<file path="src/hdl/dac_pkg.sv">
// package: shared constants and types for the dual converter output coder
package dac_pkg;
    // word layout
    localparam int WORD_W = 10;
    localparam int SAMPLE_W = 12; // signed input sample, wider than the word to show overrange
    // output codes
    localparam logic [9:0] CODE_FULL_POS = 10'h3FF;
    localparam logic [9:0] CODE_MID = 10'h200;
    localparam logic [9:0] CODE_FULL_NEG = 10'h000;
    localparam logic [9:0] MSB_FLIP = 10'h200;
    // signed limits of the in-range sample
    localparam logic signed [11:0] SAMPLE_MAX = 12'sh1FF;
    localparam logic signed [11:0] SAMPLE_MIN = -12'sh200;
    // pipeline and stabilizer timing, in sample clock cycles
    localparam int PIPE_DEPTH = 5;
    localparam int RELOCK_CYCLES = 100;
    localparam logic [6:0] RELOCK_CNT_W7 = 7'h64;
    // idle detection: clock-enable low this many cycles counts as stopped clock
    localparam int IDLE_CYCLES = 64;
    localparam logic [6:0] IDLE_CNT_W7 = 7'h40;
    // conversion rate window, kept by the clock source
    localparam int RATE_MAX_SPS = 105000000;
    localparam int RATE_MIN_SPS = 1000000;
    localparam int SKEW_MAX_PS = 1000;
    // configuration level, four decoded strap levels
    typedef enum logic [1:0] {LVL_GND, LVL_THIRD, LVL_TWO_THIRD, LVL_SUPPLY} dac_level_t;
    // range strap: supply rail or common mode output
    typedef enum logic {RANGE_WIDE, RANGE_NARROW} dac_range_t;
    // stabilizer lock state
    typedef enum logic [1:0] {ST_OFF, ST_RELOCK, ST_LOCKED} dac_lock_t;
endpackage : dac_pkg

</file>
<file path="src/hdl/dac_link_if.sv">
// interface: two-channel parallel output link between converter and capture logic
`timescale 1ns/100ps
`default_nettype none
interface dac_link_if;
    import dac_pkg::*;
    // per-channel sample strobes from the clock source
    logic sampleClockA;
    logic sampleClockB;
    // configuration straps
    dac_level_t modeLevel;
    dac_range_t rangeSelectA;
    dac_range_t rangeSelectB;
    // per-channel outputs
    logic [WORD_W-1:0] conversionWordA;
    logic [WORD_W-1:0] conversionWordB;
    logic overrangeFlagA;
    logic overrangeFlagB;
    logic dataValidA;
    logic dataValidB;
    modport device (
        input sampleClockA, sampleClockB, modeLevel, rangeSelectA, rangeSelectB,
        output conversionWordA, conversionWordB, overrangeFlagA, overrangeFlagB,
        output dataValidA, dataValidB
    );
    modport capture (
        output sampleClockA, sampleClockB, modeLevel, rangeSelectA, rangeSelectB,
        input conversionWordA, conversionWordB, overrangeFlagA, overrangeFlagB,
        input dataValidA, dataValidB
    );
endinterface : dac_link_if
`default_nettype wire

</file>
<file path="src/hdl/dac_device.sv">
// device end: per-channel coding pipeline with stabilizer lock model
`timescale 1ns/100ps
`default_nettype none
module dac_device #(
    parameter int PIPE = dac_pkg::PIPE_DEPTH
) (
    // clock and reset
    input wire logic clock,
    input wire logic rst,
    input wire logic clockEnable,
    // analog samples as signed numbers, full span scale
    input wire logic signed [dac_pkg::SAMPLE_W-1:0] sampleInA,
    input wire logic signed [dac_pkg::SAMPLE_W-1:0] sampleInB,
    // stabilizer status
    output logic stabilizerOn,
    output logic stabilizerLocked,
    // link
    dac_link_if.device link
);
    import dac_pkg::*;

    // one register takes the sample and PIPE more carry it, so latency is PIPE + 1 strobes counting the taking one
    localparam int STAGES = PIPE + 1;

    // elaboration checks: no empty pipe, and the sample must be wider than the word
    if (PIPE < 1) begin : g_bad_pipe
        $error("pipeline depth must be at least one");
    end
    if (SAMPLE_W <= WORD_W) begin : g_bad_width
        $error("sample must be wider than the word to show overrange");
    end

    ////////////////////////////////////////////////////////////////////////////
    // stabilizer lock state
    dac_lock_t lock_q, lock_d;
    logic [6:0] cnt_q, cnt_d;
    logic [6:0] idle_q, idle_d;
    logic stabEn;
    logic twosComp;

    // mode strap decode: stabilizer and format
    always_comb begin
        stabEn = (link.modeLevel == LVL_THIRD) || (link.modeLevel == LVL_TWO_THIRD);
        twosComp = (link.modeLevel == LVL_TWO_THIRD) || (link.modeLevel == LVL_SUPPLY);
    end

    // relock after a long clock stop; idle counted while enable is low
    always_comb begin
        lock_d = lock_q;
        cnt_d = cnt_q;
        idle_d = idle_q;
        if (!clockEnable) begin
            if (idle_q != IDLE_CNT_W7) idle_d = idle_q + 7'h01;
        end else begin
            idle_d = 7'h00;
        end
        if (!stabEn) begin
            lock_d = ST_OFF;
            cnt_d = 7'h00;
        end else if (!clockEnable && idle_q == IDLE_CNT_W7) begin
            lock_d = ST_RELOCK;
            cnt_d = 7'h00;
        end else if (clockEnable && link.sampleClockA) begin
            unique case (lock_q)
                ST_OFF: begin
                    lock_d = ST_RELOCK;
                    cnt_d = 7'h00;
                end
                ST_RELOCK: begin
                    cnt_d = cnt_q + 7'h01;
                    if (cnt_q == RELOCK_CNT_W7 - 7'h01) lock_d = ST_LOCKED;
                end
                ST_LOCKED: lock_d = ST_LOCKED;
                default: lock_d = ST_OFF;
            endcase
        end
    end

    // idle counter runs regardless of enable so a stopped clock is seen
    always_ff @(posedge clock or posedge rst) begin
        if (rst) begin
            lock_q <= ST_OFF;
            cnt_q <= 7'h00;
            idle_q <= 7'h00;
        end else begin
            idle_q <= idle_d;
            lock_q <= lock_d;
            cnt_q <= cnt_d;
        end
    end

    // status straight from the strap decode and the lock register
    assign stabilizerOn = stabEn;
    assign stabilizerLocked = (lock_q == ST_LOCKED);

    ////////////////////////////////////////////////////////////////////////////
    // per-channel coding pipeline
    logic [1:0] strobe;
    logic signed [SAMPLE_W-1:0] sampleIn [2];
    dac_range_t rangeSel [2];
    logic [WORD_W-1:0] wordOut [2];
    logic flagOut [2];
    logic validOut [2];

    always_comb begin
        strobe = {link.sampleClockB, link.sampleClockA};
        sampleIn[0] = sampleInA;
        sampleIn[1] = sampleInB;
        rangeSel[0] = link.rangeSelectA;
        rangeSel[1] = link.rangeSelectB;
    end

    for (genvar ch = 0; ch < 2; ch++) begin : g_chan
        logic [WORD_W-1:0] pw_q [STAGES];
        logic [WORD_W-1:0] pw_d [STAGES];
        logic pf_q [STAGES];
        logic pf_d [STAGES];
        logic pv_q [STAGES];
        logic pv_d [STAGES];
        logic signed [SAMPLE_W:0] scaled; // one spare bit so doubling cannot wrap
        logic [WORD_W-1:0] code;
        logic over;

        // span scaling, clamp and format
        always_comb begin
            // narrow span doubles the sample; the spare bit keeps the sign of large inputs
            if (rangeSel[ch] == RANGE_NARROW) begin
                scaled = {sampleIn[ch], 1'b0};
            end else begin
                scaled = {sampleIn[ch][SAMPLE_W-1], sampleIn[ch]};
            end
            over = 1'b0;
            if (scaled > SAMPLE_MAX) begin
                code = CODE_FULL_POS;
                over = 1'b1;
            end else if (scaled < SAMPLE_MIN) begin
                code = CODE_FULL_NEG;
                over = 1'b1;
            end else begin
                code = WORD_W'(scaled) ^ CODE_MID;
            end
            if (twosComp) code = code ^ MSB_FLIP;
        end

        // sample stage plus five carry stages, advanced on each clock that the sample strobe is high
        always_comb begin
            for (int i = 0; i < STAGES; i++) begin
                pw_d[i] = pw_q[i];
                pf_d[i] = pf_q[i];
                pv_d[i] = pv_q[i];
            end
            // the pipe advances on every clock the strobe is high, so only a one-clock strobe stands for one edge
            if (clockEnable && strobe[ch]) begin
                pw_d[0] = code;
                pf_d[0] = over;
                pv_d[0] = 1'b1;
                for (int i = 1; i < STAGES; i++) begin
                    pw_d[i] = pw_q[i-1];
                    pf_d[i] = pf_q[i-1];
                    pv_d[i] = pv_q[i-1];
                end
            end
        end

        // pipeline registers; held between strobes by the next-value logic
        always_ff @(posedge clock or posedge rst) begin
            if (rst) begin
                for (int i = 0; i < STAGES; i++) begin
                    pw_q[i] <= '0;
                    pf_q[i] <= 1'b0;
                    pv_q[i] <= 1'b0;
                end
            end else begin
                pw_q <= pw_d;
                pf_q <= pf_d;
                pv_q <= pv_d;
            end
        end

        assign wordOut[ch] = pw_q[STAGES-1];
        assign flagOut[ch] = pf_q[STAGES-1];
        assign validOut[ch] = pv_q[STAGES-1];
    end

    // outputs straight from the last pipeline flops
    assign link.conversionWordA = wordOut[0];
    assign link.conversionWordB = wordOut[1];
    assign link.overrangeFlagA = flagOut[0];
    assign link.overrangeFlagB = flagOut[1];
    assign link.dataValidA = validOut[0];
    assign link.dataValidB = validOut[1];
endmodule : dac_device
`default_nettype wire

</file>
<file path="src/flat_wrapper.sv">
// flat-port wrapper written by rule: the top's interface ports become plain ports
module dac_device_flat import dac_pkg::*;
#(
    parameter int PIPE = dac_pkg::PIPE_DEPTH
)
  (clock, rst, clockEnable, sampleInA, sampleInB, stabilizerOn, stabilizerLocked, link_sampleClockA, link_sampleClockB, link_modeLevel, link_rangeSelectA, link_rangeSelectB, link_conversionWordA, link_conversionWordB, link_overrangeFlagA, link_overrangeFlagB, link_dataValidA, link_dataValidB);
  dac_link_if link_i ();
  input wire logic clock;
  input wire logic rst;
  input wire logic clockEnable;
  input wire logic signed [dac_pkg::SAMPLE_W-1:0] sampleInA;
  input wire logic signed [dac_pkg::SAMPLE_W-1:0] sampleInB;
  output logic stabilizerOn;
  output logic stabilizerLocked;
  input wire logic [$bits(link_i.sampleClockA)-1:0] link_sampleClockA;
  input wire logic [$bits(link_i.sampleClockB)-1:0] link_sampleClockB;
  input wire logic [$bits(link_i.modeLevel)-1:0] link_modeLevel;
  input wire logic [$bits(link_i.rangeSelectA)-1:0] link_rangeSelectA;
  input wire logic [$bits(link_i.rangeSelectB)-1:0] link_rangeSelectB;
  output wire logic [$bits(link_i.conversionWordA)-1:0] link_conversionWordA;
  output wire logic [$bits(link_i.conversionWordB)-1:0] link_conversionWordB;
  output wire logic [$bits(link_i.overrangeFlagA)-1:0] link_overrangeFlagA;
  output wire logic [$bits(link_i.overrangeFlagB)-1:0] link_overrangeFlagB;
  output wire logic [$bits(link_i.dataValidA)-1:0] link_dataValidA;
  output wire logic [$bits(link_i.dataValidB)-1:0] link_dataValidB;
  assign link_i.sampleClockA = link_sampleClockA;
  assign link_i.sampleClockB = link_sampleClockB;
  assign link_i.modeLevel = link_modeLevel;
  assign link_i.rangeSelectA = link_rangeSelectA;
  assign link_i.rangeSelectB = link_rangeSelectB;
  assign link_conversionWordA = link_i.conversionWordA;
  assign link_conversionWordB = link_i.conversionWordB;
  assign link_overrangeFlagA = link_i.overrangeFlagA;
  assign link_overrangeFlagB = link_i.overrangeFlagB;
  assign link_dataValidA = link_i.dataValidA;
  assign link_dataValidB = link_i.dataValidB;
  dac_device #(.PIPE(PIPE)) u_core (.clock(clock), .rst(rst), .clockEnable(clockEnable), .sampleInA(sampleInA), .sampleInB(sampleInB), .stabilizerOn(stabilizerOn), .stabilizerLocked(stabilizerLocked), .link(link_i));
endmodule
</file>
<file path="config.mk">
export PLATFORM = sky130hd
export DESIGN_NAME = dac_device_flat
export DESIGN_NICKNAME = d
export VERILOG_FILES = /design/src/hdl/dac_pkg.sv /design/src/hdl/dac_link_if.sv /design/src/hdl/dac_device.sv /design/src/flat_wrapper.sv
export SDC_FILE = /design/constraint.sdc
export NUM_CORES = 1
export LEC_CHECK = 0
export ABC_AREA = 0
export BUFFER_PORTS_ARGS = -buffer_cell sky130_fd_sc_hd__buf_2
export CAP_MARGIN = 20
export CORE_ASPECT_RATIO = 1.25
export CORE_MARGIN = 3
export CORE_UTILIZATION = 36
export CTS_CLUSTER_DIAMETER = 60
export CTS_CLUSTER_SIZE = 12
export DETAILED_ROUTE_END_ITERATION = 16
export HOLD_SLACK_MARGIN = 0.06
export MAX_ROUTING_LAYER = met4
export SLEW_MARGIN = 40
export SYNTH_ARGS = -nofsm -noshare
export SYNTH_HDL_FRONTEND = slang
export SYNTH_SLANG_ARGS = --single-unit
</file>
<file path="constraint.sdc">
create_clock -name clock -period 6.8 [get_ports clock]
set_input_delay 1.36 -clock clock [delete_from_list [all_inputs] [get_ports clock]]
set_output_delay 1.36 -clock clock [all_outputs]
set_load 0.05 [all_outputs]
</file>
Word-level counts from Yosys, hierarchy flattened
Index checks and enable logic that the tools add are counted.
Word-level totals
  register bits: 160
  output and inout bits: 26
  word-level logic and storage cells: 93
Operators by class
  add/sub/neg operators: 2
  magnitude comparators: 4
  equality and inequality tests: 11
  muxes and demuxes: 23
  bitwise gates (word level): 4
  reduce and logical (&&, ||, !) cells: 10
Operators with widths (number)
  $mux 10: 6
  $mux 7: 5
  $gt 13x10->1 const B: 2
  $lt 13x10->1 const B: 2
  $mux 12: 2
  $add 7x1->7 const B: 2
  $eq 7x7->1 const B: 2
  $pmux 7 s2: 1
  $mux 2: 4
  $ne 7x7->1 const B: 1
  $eq 2x2->1 const B: 3
  $pmux 2 s3: 1
  $eq 2x1->1 const B: 2
  $mux 1: 4
  $ne 4x1->1 const B: 1
  $ne 4x2->1 const B: 1
  $not 1->1: 4
  $reduce_and 2->1: 2
  $logic_and 1x1->1: 3
  $ne 3x1->1 const B: 1
  $logic_not 2->1: 1
  $logic_or 1x1->1: 2
  $reduce_bool 2->1: 1
  $logic_not 1->1: 1

Depth between registers and ports, before layout
Gate-level depths: netlist of run 1.
  word-level depth: 6
  mapped depth: 7
  mapped depth without buffers: 6

Worst setup path after synthesis of run 1
No wires, ideal clock.
  path kind: in2out
  from: input link_modeLevel[0]
  to: output stabilizerOn
  data arrival time: 2.017 ns
  required time: 5.440 ns
  path slack: 3.423 ns
  stages on the path: 3
  cell sequence: inv_1 -> ha_1 -> inv_1
Between the ends
  longest elaborated chain between the ends: 2
  elaborated cells between the ends (all ways): 3
Ends and longest elaborated chain
  from (decl): RTL line flat_wrapper.sv:17  | input wire logic [$bits(link_i.modeLevel)-1:0] link_modeLevel;
  $eq 2x1->1 or $eq 2x2->1 (tied branches): RTL line dac_device.sv:43  | stabEn = (link.modeLevel == LVL_THIRD) || (link.modeLevel == LVL_TWO_THIRD);
  $logic_or 1x1->1 *: RTL line dac_device.sv:43
  to (decl): RTL line flat_wrapper.sv:13  | output logic stabilizerOn;
Mark *: on every way between the ends. The rest lies on a longest branch, timed or not.

Final worst setup path of run 1
Same ends and word-level chain as after synthesis.

==> flow_metrics.py, run 1 <==
metrics = {
    "pwr": {
        "p_switching_mw": 0.741,
        "p_int_mw": 1.86,
        "power.density_mw_per_mm2": 338,
        "ir_drop_mv": 0.186,
        "combPwrFrac_pct": 14.9,
        "clockPowerShare_pct": 39.2,
        "swShare_pct": 28.4,
        "pwr-share-seq_pct": 45.9,
        "p_total_mw": 2.60,
        "p_leak_nw": 4.08,
    },
    "grt": {
        "grt_max_degree": 92,
        "antenna_found_initial": 0,
        "grt_pass1_wl_mm": 20.6,
        "track_usage_pct": 12.7,
        "grt_pass1_vias": 4519,
        "gr-total-overflow": 0,
    },
    "die": {
        "start_util_pct": 36.8,
        "row_count": 55,
        "die_area_mm2": 0.0203,
        "core-area_mm2": 0.0182,
        "dieHeight_um": 159,
        "ioPinCount": 59,
        "die_width_um": 128,
    },
    "critical_path": {
        "path_class": "in -> out",
        "worst-r2r-cell-count": 6,
        "setup.worst_path.start": "link_modeLevel[0]",
        "rrSetupSlack_ps": 5060,
        "start_kind": "primary input",
        "arrival_ps": 2150,
        "rr_startpoint": "u_core.idle_q[0]",
        "required_ps": 5440,
        "end_kind": "primary output",
        "cp_max_fo": 3,
    },
    "logic_synthesis": {
        "synth_seq_area_share_pct": 59.6,
        "ys_ff_latch": 160,
        "synth_cell_type_count": 37,
        "ys.warnings.count": 0,
        "syn-num-nets": 769,
        "syn_area_mm2": 0.00671,
        "avgSynthCellArea_um2": 9.22,
        "syn_inst": 728,
        "async_flop_share_pct": 100,
        "synth-main-ff-cell": "dfrtp_1",
        "synth-edff-count": 0,
    },
    "clocking": {
        "cts.root.buffer_cell": "clkbuf_16",
        "h-tree-depth": 4,
        "cts_buffers": 17,
        "cts_resized": 0,
        "clk_path_buf_depth": 2,
        "cts_tree": "done",
        "cts-hold-fix-buffers": 0,
        "clock_sinks": 160,
        "cts.clk_slew.worst_paths_ps": 60,
        "clkLatencyLatePin_ps": 420,
        "postCtsSetupRepairBufs": 0,
    },
    "drt": {
        "drc_errors": 0,
        "drt-pass1-iter-count": 4,
        "vias_per_cell": 4.64,
        "dr.max_layer_used": "met4",
        "wl_met1_mm": 5.52,
        "vias": 4629,
        "met3_length_um": 331,
        "antenna_left": 0,
        "drtIter0Drc": 339,
        "drt_wl_total_mm": 11.7,
        "wl_met2_mm": 5.64,
        "avgRoutedWirePerCell_um": 11.7,
    },
    "timing": {
        "fin_ws_ps": 3290,
        "setup_viol": 0,
        "clock.fmax_mhz": 285,
        "worstMarginPinSlew_ps": 736,
        "max_slew_margin_pct": 50.9,
        "finalCritPeriodShare_pct": 51.6,
        "finalHoldViolCount": 0,
        "drv_slew": 0,
        "rsz0062_at_grt": "no",
        "tns_ps": 0,
        "finClkSkew_ps": 8.07,
        "period_minus_slack_ps": 3510,
    },
    "layout": {
        "layout.nets": 798,
        "syn_to_final_growth_pct": 14.7,
        "final_util_pct": 42.2,
        "layout_commonest_cell": "nand2_1",
        "antenna_cells": 0,
        "layout_common_cells": "368 x nand2_1, 160 x dfrtp_1, 58 x buf_2",
        "layout-drive-gt1-share_pct": 13.9,
    },
    "placed_design": {
        "place_hpwl_mm": 6.98,
        "place_congestion": 0.742,
        "io_buffers": 58,
        "place_ws_ps": 3290,
    },
    "worst_hold_path": {
        "hp-start": "u_core.g_chan[1].pv_q[5]",
        "holdPathStages": 2,
        "hp-class": "reg -> reg",
    },
    "status": {
        "status": "finished clean",
    },
    "job": {
        "maxCapViolations": 0,
    },
}
## through the flow
stage | instance area, um2 | hold slack, ps | instances
6_report | 7700 | 457 | 998
5_1_grt | 7700 | 481 | 998
4_1_cts | 7700 | 459 | 998
3_5_place_dp | 7070 | 440 | 966
3_3_place_gp | 7060 | 446 | 966
2_1_floorplan | 6710 | 430 | 728
## layer usage
layer  up-vias  track usage (%)
met5         -                -
met4         0             4.30
met3        15             3.15
met2        55             21.2
met1      2218             15.1
li1       2341                -
## synth_stat cells (3+ instances only)
library cell  number  area [um2]
clkbuf_1          24        90.1
dfrtp_1          160        4000
a21oi_1            4        20.0
nand2_1          370        1390
o22a_1            20         175
inv_1             12        45.0
and2_1             3        18.8
mux2i_1           18         180
buf_2              5        25.0
o21ai_0            5        25.0
xnor2_1            6        52.6
buf_4             20         150
a21o_1             4        30.0
nor2_1            26        97.6
nand3_1            6        30.0
nand2b_1           5        31.3
o32ai_1            3        26.3
ha_1               8         100
buf_1              4        15.0
## worst max-delay path, stage by stage
cell	delay, ps
buf_2	90
inv_1	40
ha_1	320
inv_1	80
buf_2	260
## cell type report
type	instances	area (um2)
fillers	1797	10500
repair buffers	63	332
clock buffers	18	439
inverters	12	52.6
clock inverters	14	199
flip-flops and latches	160	4000
multi-input cells	503	2390
well taps	228	285
## sequential cells by signal, indices dropped and copies added (netlist names)
register                     flops
u_core.cnt_q                     7
u_core.g_chan.pf_q              10
u_core.link.conversionWordA     10
u_core.link.dataValidA           1
u_core.link.dataValidB           1
u_core.lock_q                    2
u_core.g_chan.pv_q              10
u_core.link.overrangeFlagA       1
u_core.idle_q                    7
u_core.link.conversionWordB     10
u_core.link.overrangeFlagB       1
u_core.g_chan.pw_q             100
## path summary, 6_finish.rpt
| path | end |
|---|---|
| max | stabilizerOn |
| min in group asynchronous | u_core.link.dataValidA |
| min reg2reg | u_core.g_chan[1].pv_q[4] |
| max reg2reg | u_core.cnt_q[5] |
| min | u_core.g_chan[1].pv_q[4] |
| max in group asynchronous | u_core.link.conversionWordA[1] |
## cells by family after synthesis
group	count (synthesis)	share of synthesized area, %
adder cells (fa/ha/maj)	8	1.49
XOR/XNOR	8	1.04
flip-flops	160	59.6
AO/OA/AOI/OAI	47	5.70
buffers and inverters	65	4.85
AND/OR/NAND/NOR	422	24.6
multiplexers	18	2.68
## power groups by stage
stage / sequential [mW] / combinational, mW / clock (mW)
floorplan: 1.21 / 0.332 / 0
global placement: 1.21 / 0.391 / 0
detailed placement: 1.21 / 0.396 / 0
CTS: 1.20 / 0.398 / 1.05
global route: 1.22 / 0.445 / 1.09
finish: 1.20 / 0.388 / 1.02
Power figures use the tool's default switching activity.
==> run 2, diff against run 1 <==
--- a/config.mk
+++ b/config.mk
@@ -5,7 +5,7 @@
 export SDC_FILE = /design/constraint.sdc
 export NUM_CORES = 1
 export LEC_CHECK = 0
-export ABC_AREA = 0
+export ABC_AREA = 1
 export BUFFER_PORTS_ARGS = -buffer_cell sky130_fd_sc_hd__buf_2
 export CAP_MARGIN = 20
 export CORE_ASPECT_RATIO = 1.25
==> constraint.sdc (replaced) <==
create_clock -name clock -period 3.4 [get_ports clock]
set_input_delay 0.68 -clock clock [delete_from_list [all_inputs] [get_ports clock]]
set_output_delay 0.68 -clock clock [all_outputs]
set_load 0.05 [all_outputs]
==> run 2 against run 1 <==
  * Die area increased by 2.4%
  * Combinational power increased by 120%
  * Routed wire length increased by 3.7%
  * Sequential share of layout area decreased by 0.87 points
  * Cell area increased by 1.7%
  * Sequential cell count unchanged
  * Via count increased by 1.7%
  * Critical path type unchanged
  * Critical endpoint unchanged
==> flow_metrics.py, run 2 <==
metrics = {
    "critical_path": {
        "start_kind": "primary input",
        "end_kind": "primary output",
        "rr_startpoint": "u_core.lock_q[1]",
        "crit_top_cell": "buf_2",
        "arrival_ps": 1670,
        "crit_path_top_delay_cell": "ha_1",
        "path_buf_inv": 4,
        "path_class": "in -> out",
        "critical_path.cell_chain": "buf_2 -> inv_1 -> ha_1 -> clkinv_1 -> buf_2",
        "required_ps": 2720,
        "cp_max_fo": 8,
        "rrSetupSlack_ps": 1870,
        "timing.rr.end": "u_core.cnt_q[1]",
        "crit_family": "buffers and inverters",
        "worst-r2r-cell-count": 8,
        "max_stage_delay_ps": 320,
    },
    "status": {
        "status": "finished clean",
    },
    "grt": {
        "antenna_found_initial": 0,
        "track_usage_pct": 13.2,
        "grt_pass1_wl_mm": 21.8,
        "grt_pass1_vias": 4674,
        "gr-total-overflow": 0,
        "grt_max_degree": 55,
    },
    "placed_design": {
        "place_hpwl_mm": 7.97,
        "place_congestion": 0.803,
        "io_buffers": 58,
    },
    "clocking": {
        "h-tree-depth": 4,
        "postCtsSetupRepairBufs": 0,
        "clk_path_buf_depth": 2,
        "cts_resized": 0,
        "cts.clk_slew.worst_paths_ps": 70,
        "cts_buffers": 17,
        "cts-hold-fix-buffers": 0,
        "cts_tree": "done",
        "clkLatencyLatePin_ps": 430,
        "clock_sinks": 160,
        "cts.root.buffer_cell": "clkbuf_16",
    },
    "layout": {
        "layout-drive-gt1-share_pct": 13.9,
        "syn_to_final_growth_pct": 13.9,
        "antenna_cells": 0,
        "largest-register": "u_core.g_chan.pw_q",
        "fillerInstances": 1846,
        "layout_commonest_cell": "nand2_1",
        "layout.nets": 840,
        "layout_common_cells": "240 x nand2_1, 160 x dfrtp_1, 97 x o21ai_0",
        "largest_register_ff_count": 100,
    },
    "logic_synthesis": {
        "syn_area_mm2": 0.00688,
        "async_flop_share_pct": 100,
        "synth-main-ff-cell": "dfrtp_1",
        "synth_top_area_share_pct": 58.2,
        "synth_cell_type_count": 29,
        "avgSynthCellArea_um2": 9.03,
        "synth_seq_area_share_pct": 58.2,
        "synth.top_cells.by_count": "240 x nand2_1, 160 x dfrtp_1, 97 x o21ai_0, 92 x inv_1, 27 x o21ai_1",
        "ys.warnings.count": 0,
        "synth-edff-count": 0,
        "syn-num-nets": 803,
        "yosysMostFrequentCell": "nand2_1",
        "synth.area.top_cells": "dfrtp_1 58%, nand2_1 13%, o21ai_0 7.1%",
        "syn_inst": 762,
        "ys_ff_latch": 160,
        "synth_area_leader_cell": "dfrtp_1",
    },
    "pwr": {
        "p_switching_mw": 1.60,
        "pwr-share-seq_pct": 46.5,
        "ir_drop_mv": 0.336,
        "swShare_pct": 31.6,
        "power.density_mw_per_mm2": 646,
        "p_int_mw": 3.46,
        "p_leak_nw": 3.93,
        "clockPowerShare_pct": 36.8,
        "combPwrFrac_pct": 16.7,
    },
    "drt": {
        "drt_wl_total_mm": 12.1,
        "vias": 4707,
        "drc_errors": 0,
        "avgRoutedWirePerCell_um": 11.7,
        "drtIter0Drc": 239,
        "antenna_left": 0,
        "drt-pass1-iter-count": 4,
        "vias_per_cell": 4.53,
    },
    "timing": {
        "drv_slew": 0,
        "timing.hold.ws_ps": 348,
        "clock.fmax_mhz": 425,
        "max_slew_margin_pct": 70.5,
        "finalHoldViolCount": 0,
        "tns_ps": 0,
        "worstMarginPinSlew_ps": 442,
        "setup_viol": 0,
        "finalCritPeriodShare_pct": 69.1,
        "rsz0062_at_grt": "no",
        "finClkSkew_ps": 10.0,
        "period_minus_slack_ps": 2350,
    },
    "worst_hold_path": {
        "hp-class": "in -> async",
    },
    "die": {
        "ioPinCount": 59,
        "dieHeight_um": 161,
        "die_width_um": 130,
        "row_count": 55,
        "core-area_mm2": 0.0184,
        "die_area_mm2": 0.0208,
        "start_util_pct": 37.3,
    },
    "job": {
        "maxCapViolations": 0,
    },
}
-- run 2: changes by cell type after synthesis, moves of 6 or more --
cell,change
nor2_1,-6
o21ai_0,+92
mux2i_1,-17
o21ai_1,+27
clkbuf_1,-22
nand3_1,+13
o22a_1,-20
buf_6,+8
nand2_1,-130
a22oi_1,+17
buf_2,+13
inv_1,+80
-- run 2: worst max path at each step --
stage	cells after the start	start	endpoint	slack [ps]
after detailed placement	5	link_modeLevel[0]	stabilizerOn	1060
final	5	link_modeLevel[0]	stabilizerOn	1050
after CTS	5	link_modeLevel[0]	stabilizerOn	1050
after global routing	5	link_modeLevel[0]	stabilizerOn	960
after global placement	5	link_modeLevel[0]	stabilizerOn	1080
after floorplan	1	rst	u_core.cnt_q[0]	690
-- run 2: cell families after synthesis --
family                   count (synthesis)  synth area share, %
AND/OR/NAND/NOR                        292                 17.1
flip-flops                             160                 58.2
AO/OA/AOI/OAI                          150                 12.2
buffers and inverters                  147                 10.4
adder cells (fa/ha/maj)                  8                 1.45
XOR/XNOR                                 4                0.509
multiplexers                             1                0.145
-- run 2: cell type report --
type	count	area [um2]	area share, %
repair buffers	68	430	5.49
clock buffers	17	425	5.43
inverters	97	368	4.69
flip-flops and latches	160	4000	51.1
well taps	228	285	3.64
clock inverters	15	163	2.08
multi-input cells	455	2160	27.6
-- run 2: metrics by stage --
step / utilization, % / cells / total power [mW] / area (um2) / setup WS [ps]
floorplan: - / 762 / 3.10 / 6880 / 691
global placement: 39.0 / 1006 / 3.21 / 7190 / 1080
detailed placement: 39.3 / 1008 / 3.25 / 7250 / 1060
CTS: 42.5 / 1040 / 5.14 / 7840 / 1050
global route: 42.5 / 1040 / 5.37 / 7840 / 964
finish: 42.5 / 1040 / 5.06 / 7840 / 1050
-- run 2: per-layer routing --
metal	vias to the layer above	GRT usage [%]	wire length (um)
li1	2464	-	-
met1	2156	16.8	5860
met2	63	20.3	5690
met3	24	2.69	279
met4	0	5.53	286
met5	-	-	0
-- run 2: worst min-delay path, delay by kind of cell --
family | cells | cell delay (ps)
buffers and inverters | 3 | 430
-- run 2: power by group through the flow --
| stage | Sequential (mW) | Clock [mW] | Combinational [mW] |
|---|---|---|---|
| floorplan | 2.40 | 0 | 0.707 |
| global placement | 2.38 | 0 | 0.833 |
| detailed placement | 2.39 | 0 | 0.857 |
| CTS | 2.36 | 1.92 | 0.862 |
| global route | 2.39 | 2.01 | 0.961 |
| finish | 2.35 | 1.86 | 0.842 |
==> run 3, diff against run 2 <==
==> constraint.sdc (replaced) <==
create_clock -name clock -period 2.01 [get_ports clock]
set_input_delay 0.402 -clock clock [delete_from_list [all_inputs] [get_ports clock]]
set_output_delay 0.402 -clock clock [all_outputs]
set_load 0.05 [all_outputs]
==> run 3 against run 2 <==
  * Via count shrank 0.96%
  * Largest cell class unchanged
  * Sequential share of layout area is 0.11 points higher
  * Sequential power is 69% higher
==> flow_metrics.py, run 3 (same netlist as run 2, synthesis figures left out) <==
metrics = {
    "layout": {
        "layout-drive-gt1-share_pct": 13.7,
        "antenna_cells": 0,
        "layout_commonest_cell": "nand2_1",
        "largest-register": "u_core.g_chan.pw_q",
        "fin_cells": 1040,
        "largest_register_ff_count": 100,
        "syn_to_final_growth_pct": 13.6,
        "fillerInstances": 1832,
        "layout.nets": 840,
        "final_area_mm2": 0.00782,
        "layout_common_cells": "240 x nand2_1, 160 x dfrtp_1, 97 x o21ai_0",
    },
    "drt": {
        "met3_length_um": 316,
        "drt_wl_total_mm": 11.7,
        "vias_per_cell": 4.48,
        "wl_met1_mm": 5.67,
        "vias": 4662,
        "wl_met2_mm": 5.52,
        "drt-pass1-iter-count": 4,
        "dr.max_layer_used": "met4",
        "drtIter0Drc": 256,
        "antenna_left": 0,
        "drc_errors": 0,
        "avgRoutedWirePerCell_um": 11.3,
    },
    "worst_hold_path": {
        "hp-class": "in -> reg",
    },
    "clocking": {
        "cts.clk_slew.worst_paths_ps": 60,
        "h-tree-depth": 4,
        "clkLatencyLatePin_ps": 420,
        "clock_sinks": 160,
        "cts_tree": "done",
        "cts_resized": 0,
        "cts_buffers": 17,
        "cts.root.buffer_cell": "clkbuf_16",
        "clk_path_buf_depth": 2,
    },
    "timing": {
        "finClkSkew_ps": 8.92,
        "clock.fmax_mhz": 581,
        "setup_viol": 0,
        "rsz0062_at_grt": "no",
        "drv_slew": 0,
        "max_slew_margin_pct": 64.9,
        "finalHoldViolCount": 0,
        "worstMarginPinSlew_ps": 527,
        "finalCritPeriodShare_pct": 85.7,
        "period_minus_slack_ps": 1720,
    },
    "status": {
        "status": "finished clean",
    },
    "placed_design": {
        "io_buffers": 58,
        "place_congestion": 0.793,
        "dpl_cell_area_mm2": 0.00724,
        "place_hpwl_mm": 7.60,
        "place_inst": 1007,
    },
    "critical_path": {
        "max_stage_delay_ps": 400,
        "end_kind": "primary output",
        "path_class": "reg -> out",
        "start_kind": "flop",
        "crit_path_top_delay_cell": "dfrtp_1",
        "crit_family": "flip-flops",
        "critical_path.cell_chain": "inv_1 -> ha_1 -> buf_2",
        "cp_max_fo": 3,
        "arrival_ps": 1320,
        "required_ps": 1610,
        "path_buf_inv": 2,
    },
    "die": {
        "dieHeight_um": 161,
        "die_width_um": 130,
        "die_area_mm2": 0.0208,
        "core-area_mm2": 0.0184,
        "row_count": 55,
        "ioPinCount": 59,
        "start_util_pct": 37.3,
    },
    "grt": {
        "grt_pass1_vias": 4573,
        "grt_pass1_wl_mm": 21.1,
        "grt_max_degree": 73,
        "gr-total-overflow": 0,
        "antenna_found_initial": 0,
        "track_usage_pct": 12.8,
    },
    "pwr": {
        "p_leak_nw": 3.91,
        "p_total_mw": 8.47,
        "power.density_mw_per_mm2": 1080,
        "ir_drop_mv": 0.589,
    },
    "job": {
        "maxCapViolations": 0,
    },
}
## run 3: cell count changes in the layout (fill, tap and decap cells not counted), sizes merged
cell	previous run	this run
clkbuf	17	19
dlygate4sd3	0	1
inv	104	99
clkinvlp	2	4
buf	68	67
bufinv	0	1
## run 3: repair_timing
action	CTS	global route
hold endpoints to repair	14	0
buffers inserted	0	0
hold buffers	1	0
## run 3: metal layers
metal	vias up	GRT usage (%)
met1	2128	15.9
met3	14	3.56
li1	2461	-
met4	0	4.82
met2	59	20.0
met5	-	-
## run 3: final cells by class
cell class | count | area [um2] | share of cell area, %
flip-flops and latches | 160 | 4000 | 51.2
multi-input cells | 455 | 2160 | 27.6
clock buffers | 19 | 443 | 5.67
repair buffers | 68 | 430 | 5.51
inverters | 97 | 368 | 4.71
well taps | 228 | 285 | 3.65
clock inverters | 13 | 128 | 1.63
## run 3: final timing paths
path / startpoint / end / cells past startpoint / slack, ps
min in group asynchronous: rst / u_core.cnt_q[6] / 3 / 530
min reg2reg: u_core.g_chan[0].pv_q[5] / u_core.g_chan[0].pv_q[5] / 2 / 450
max reg2reg: u_core.lock_q[1] / u_core.cnt_q[1] / 8 / 480
max in group asynchronous: rst / u_core.g_chan[0].pw_q[23] / 4 / 800
max: u_core.lock_q[0] / stabilizerLocked / 3 / 290
min: sampleInB[0] / u_core.g_chan[1].pw_q[50] / 3 / 260
## run 3: worst register-to-register path, delay by kind of cell (launching register included)
kind                       cells  cell delay (ps)
and+or+nand+nor                2              250
DFF                            1              380
buffers and inverters          3              300
AOI/OAI and AO/OA              2              260
adders and majority gates      1              250
## run 3: stage by stage
stage          setup WS, ps  setup TNS, ps  hold slack, ps  utilization [%]
2_1_floorplan          -421         -67330             419                -
3_3_place_gp            381              0             430             39.2
3_5_place_dp            365              0             438             39.2
4_1_cts                 259              0             247             42.4
5_1_grt                 193              0             265             42.4
6_report                288              0             264             42.4
## run 3: report_power, final
group          switching, mW  internal [mW]
registers              0.221           3.76
logic                  0.998          0.423
clock network           1.31           1.76
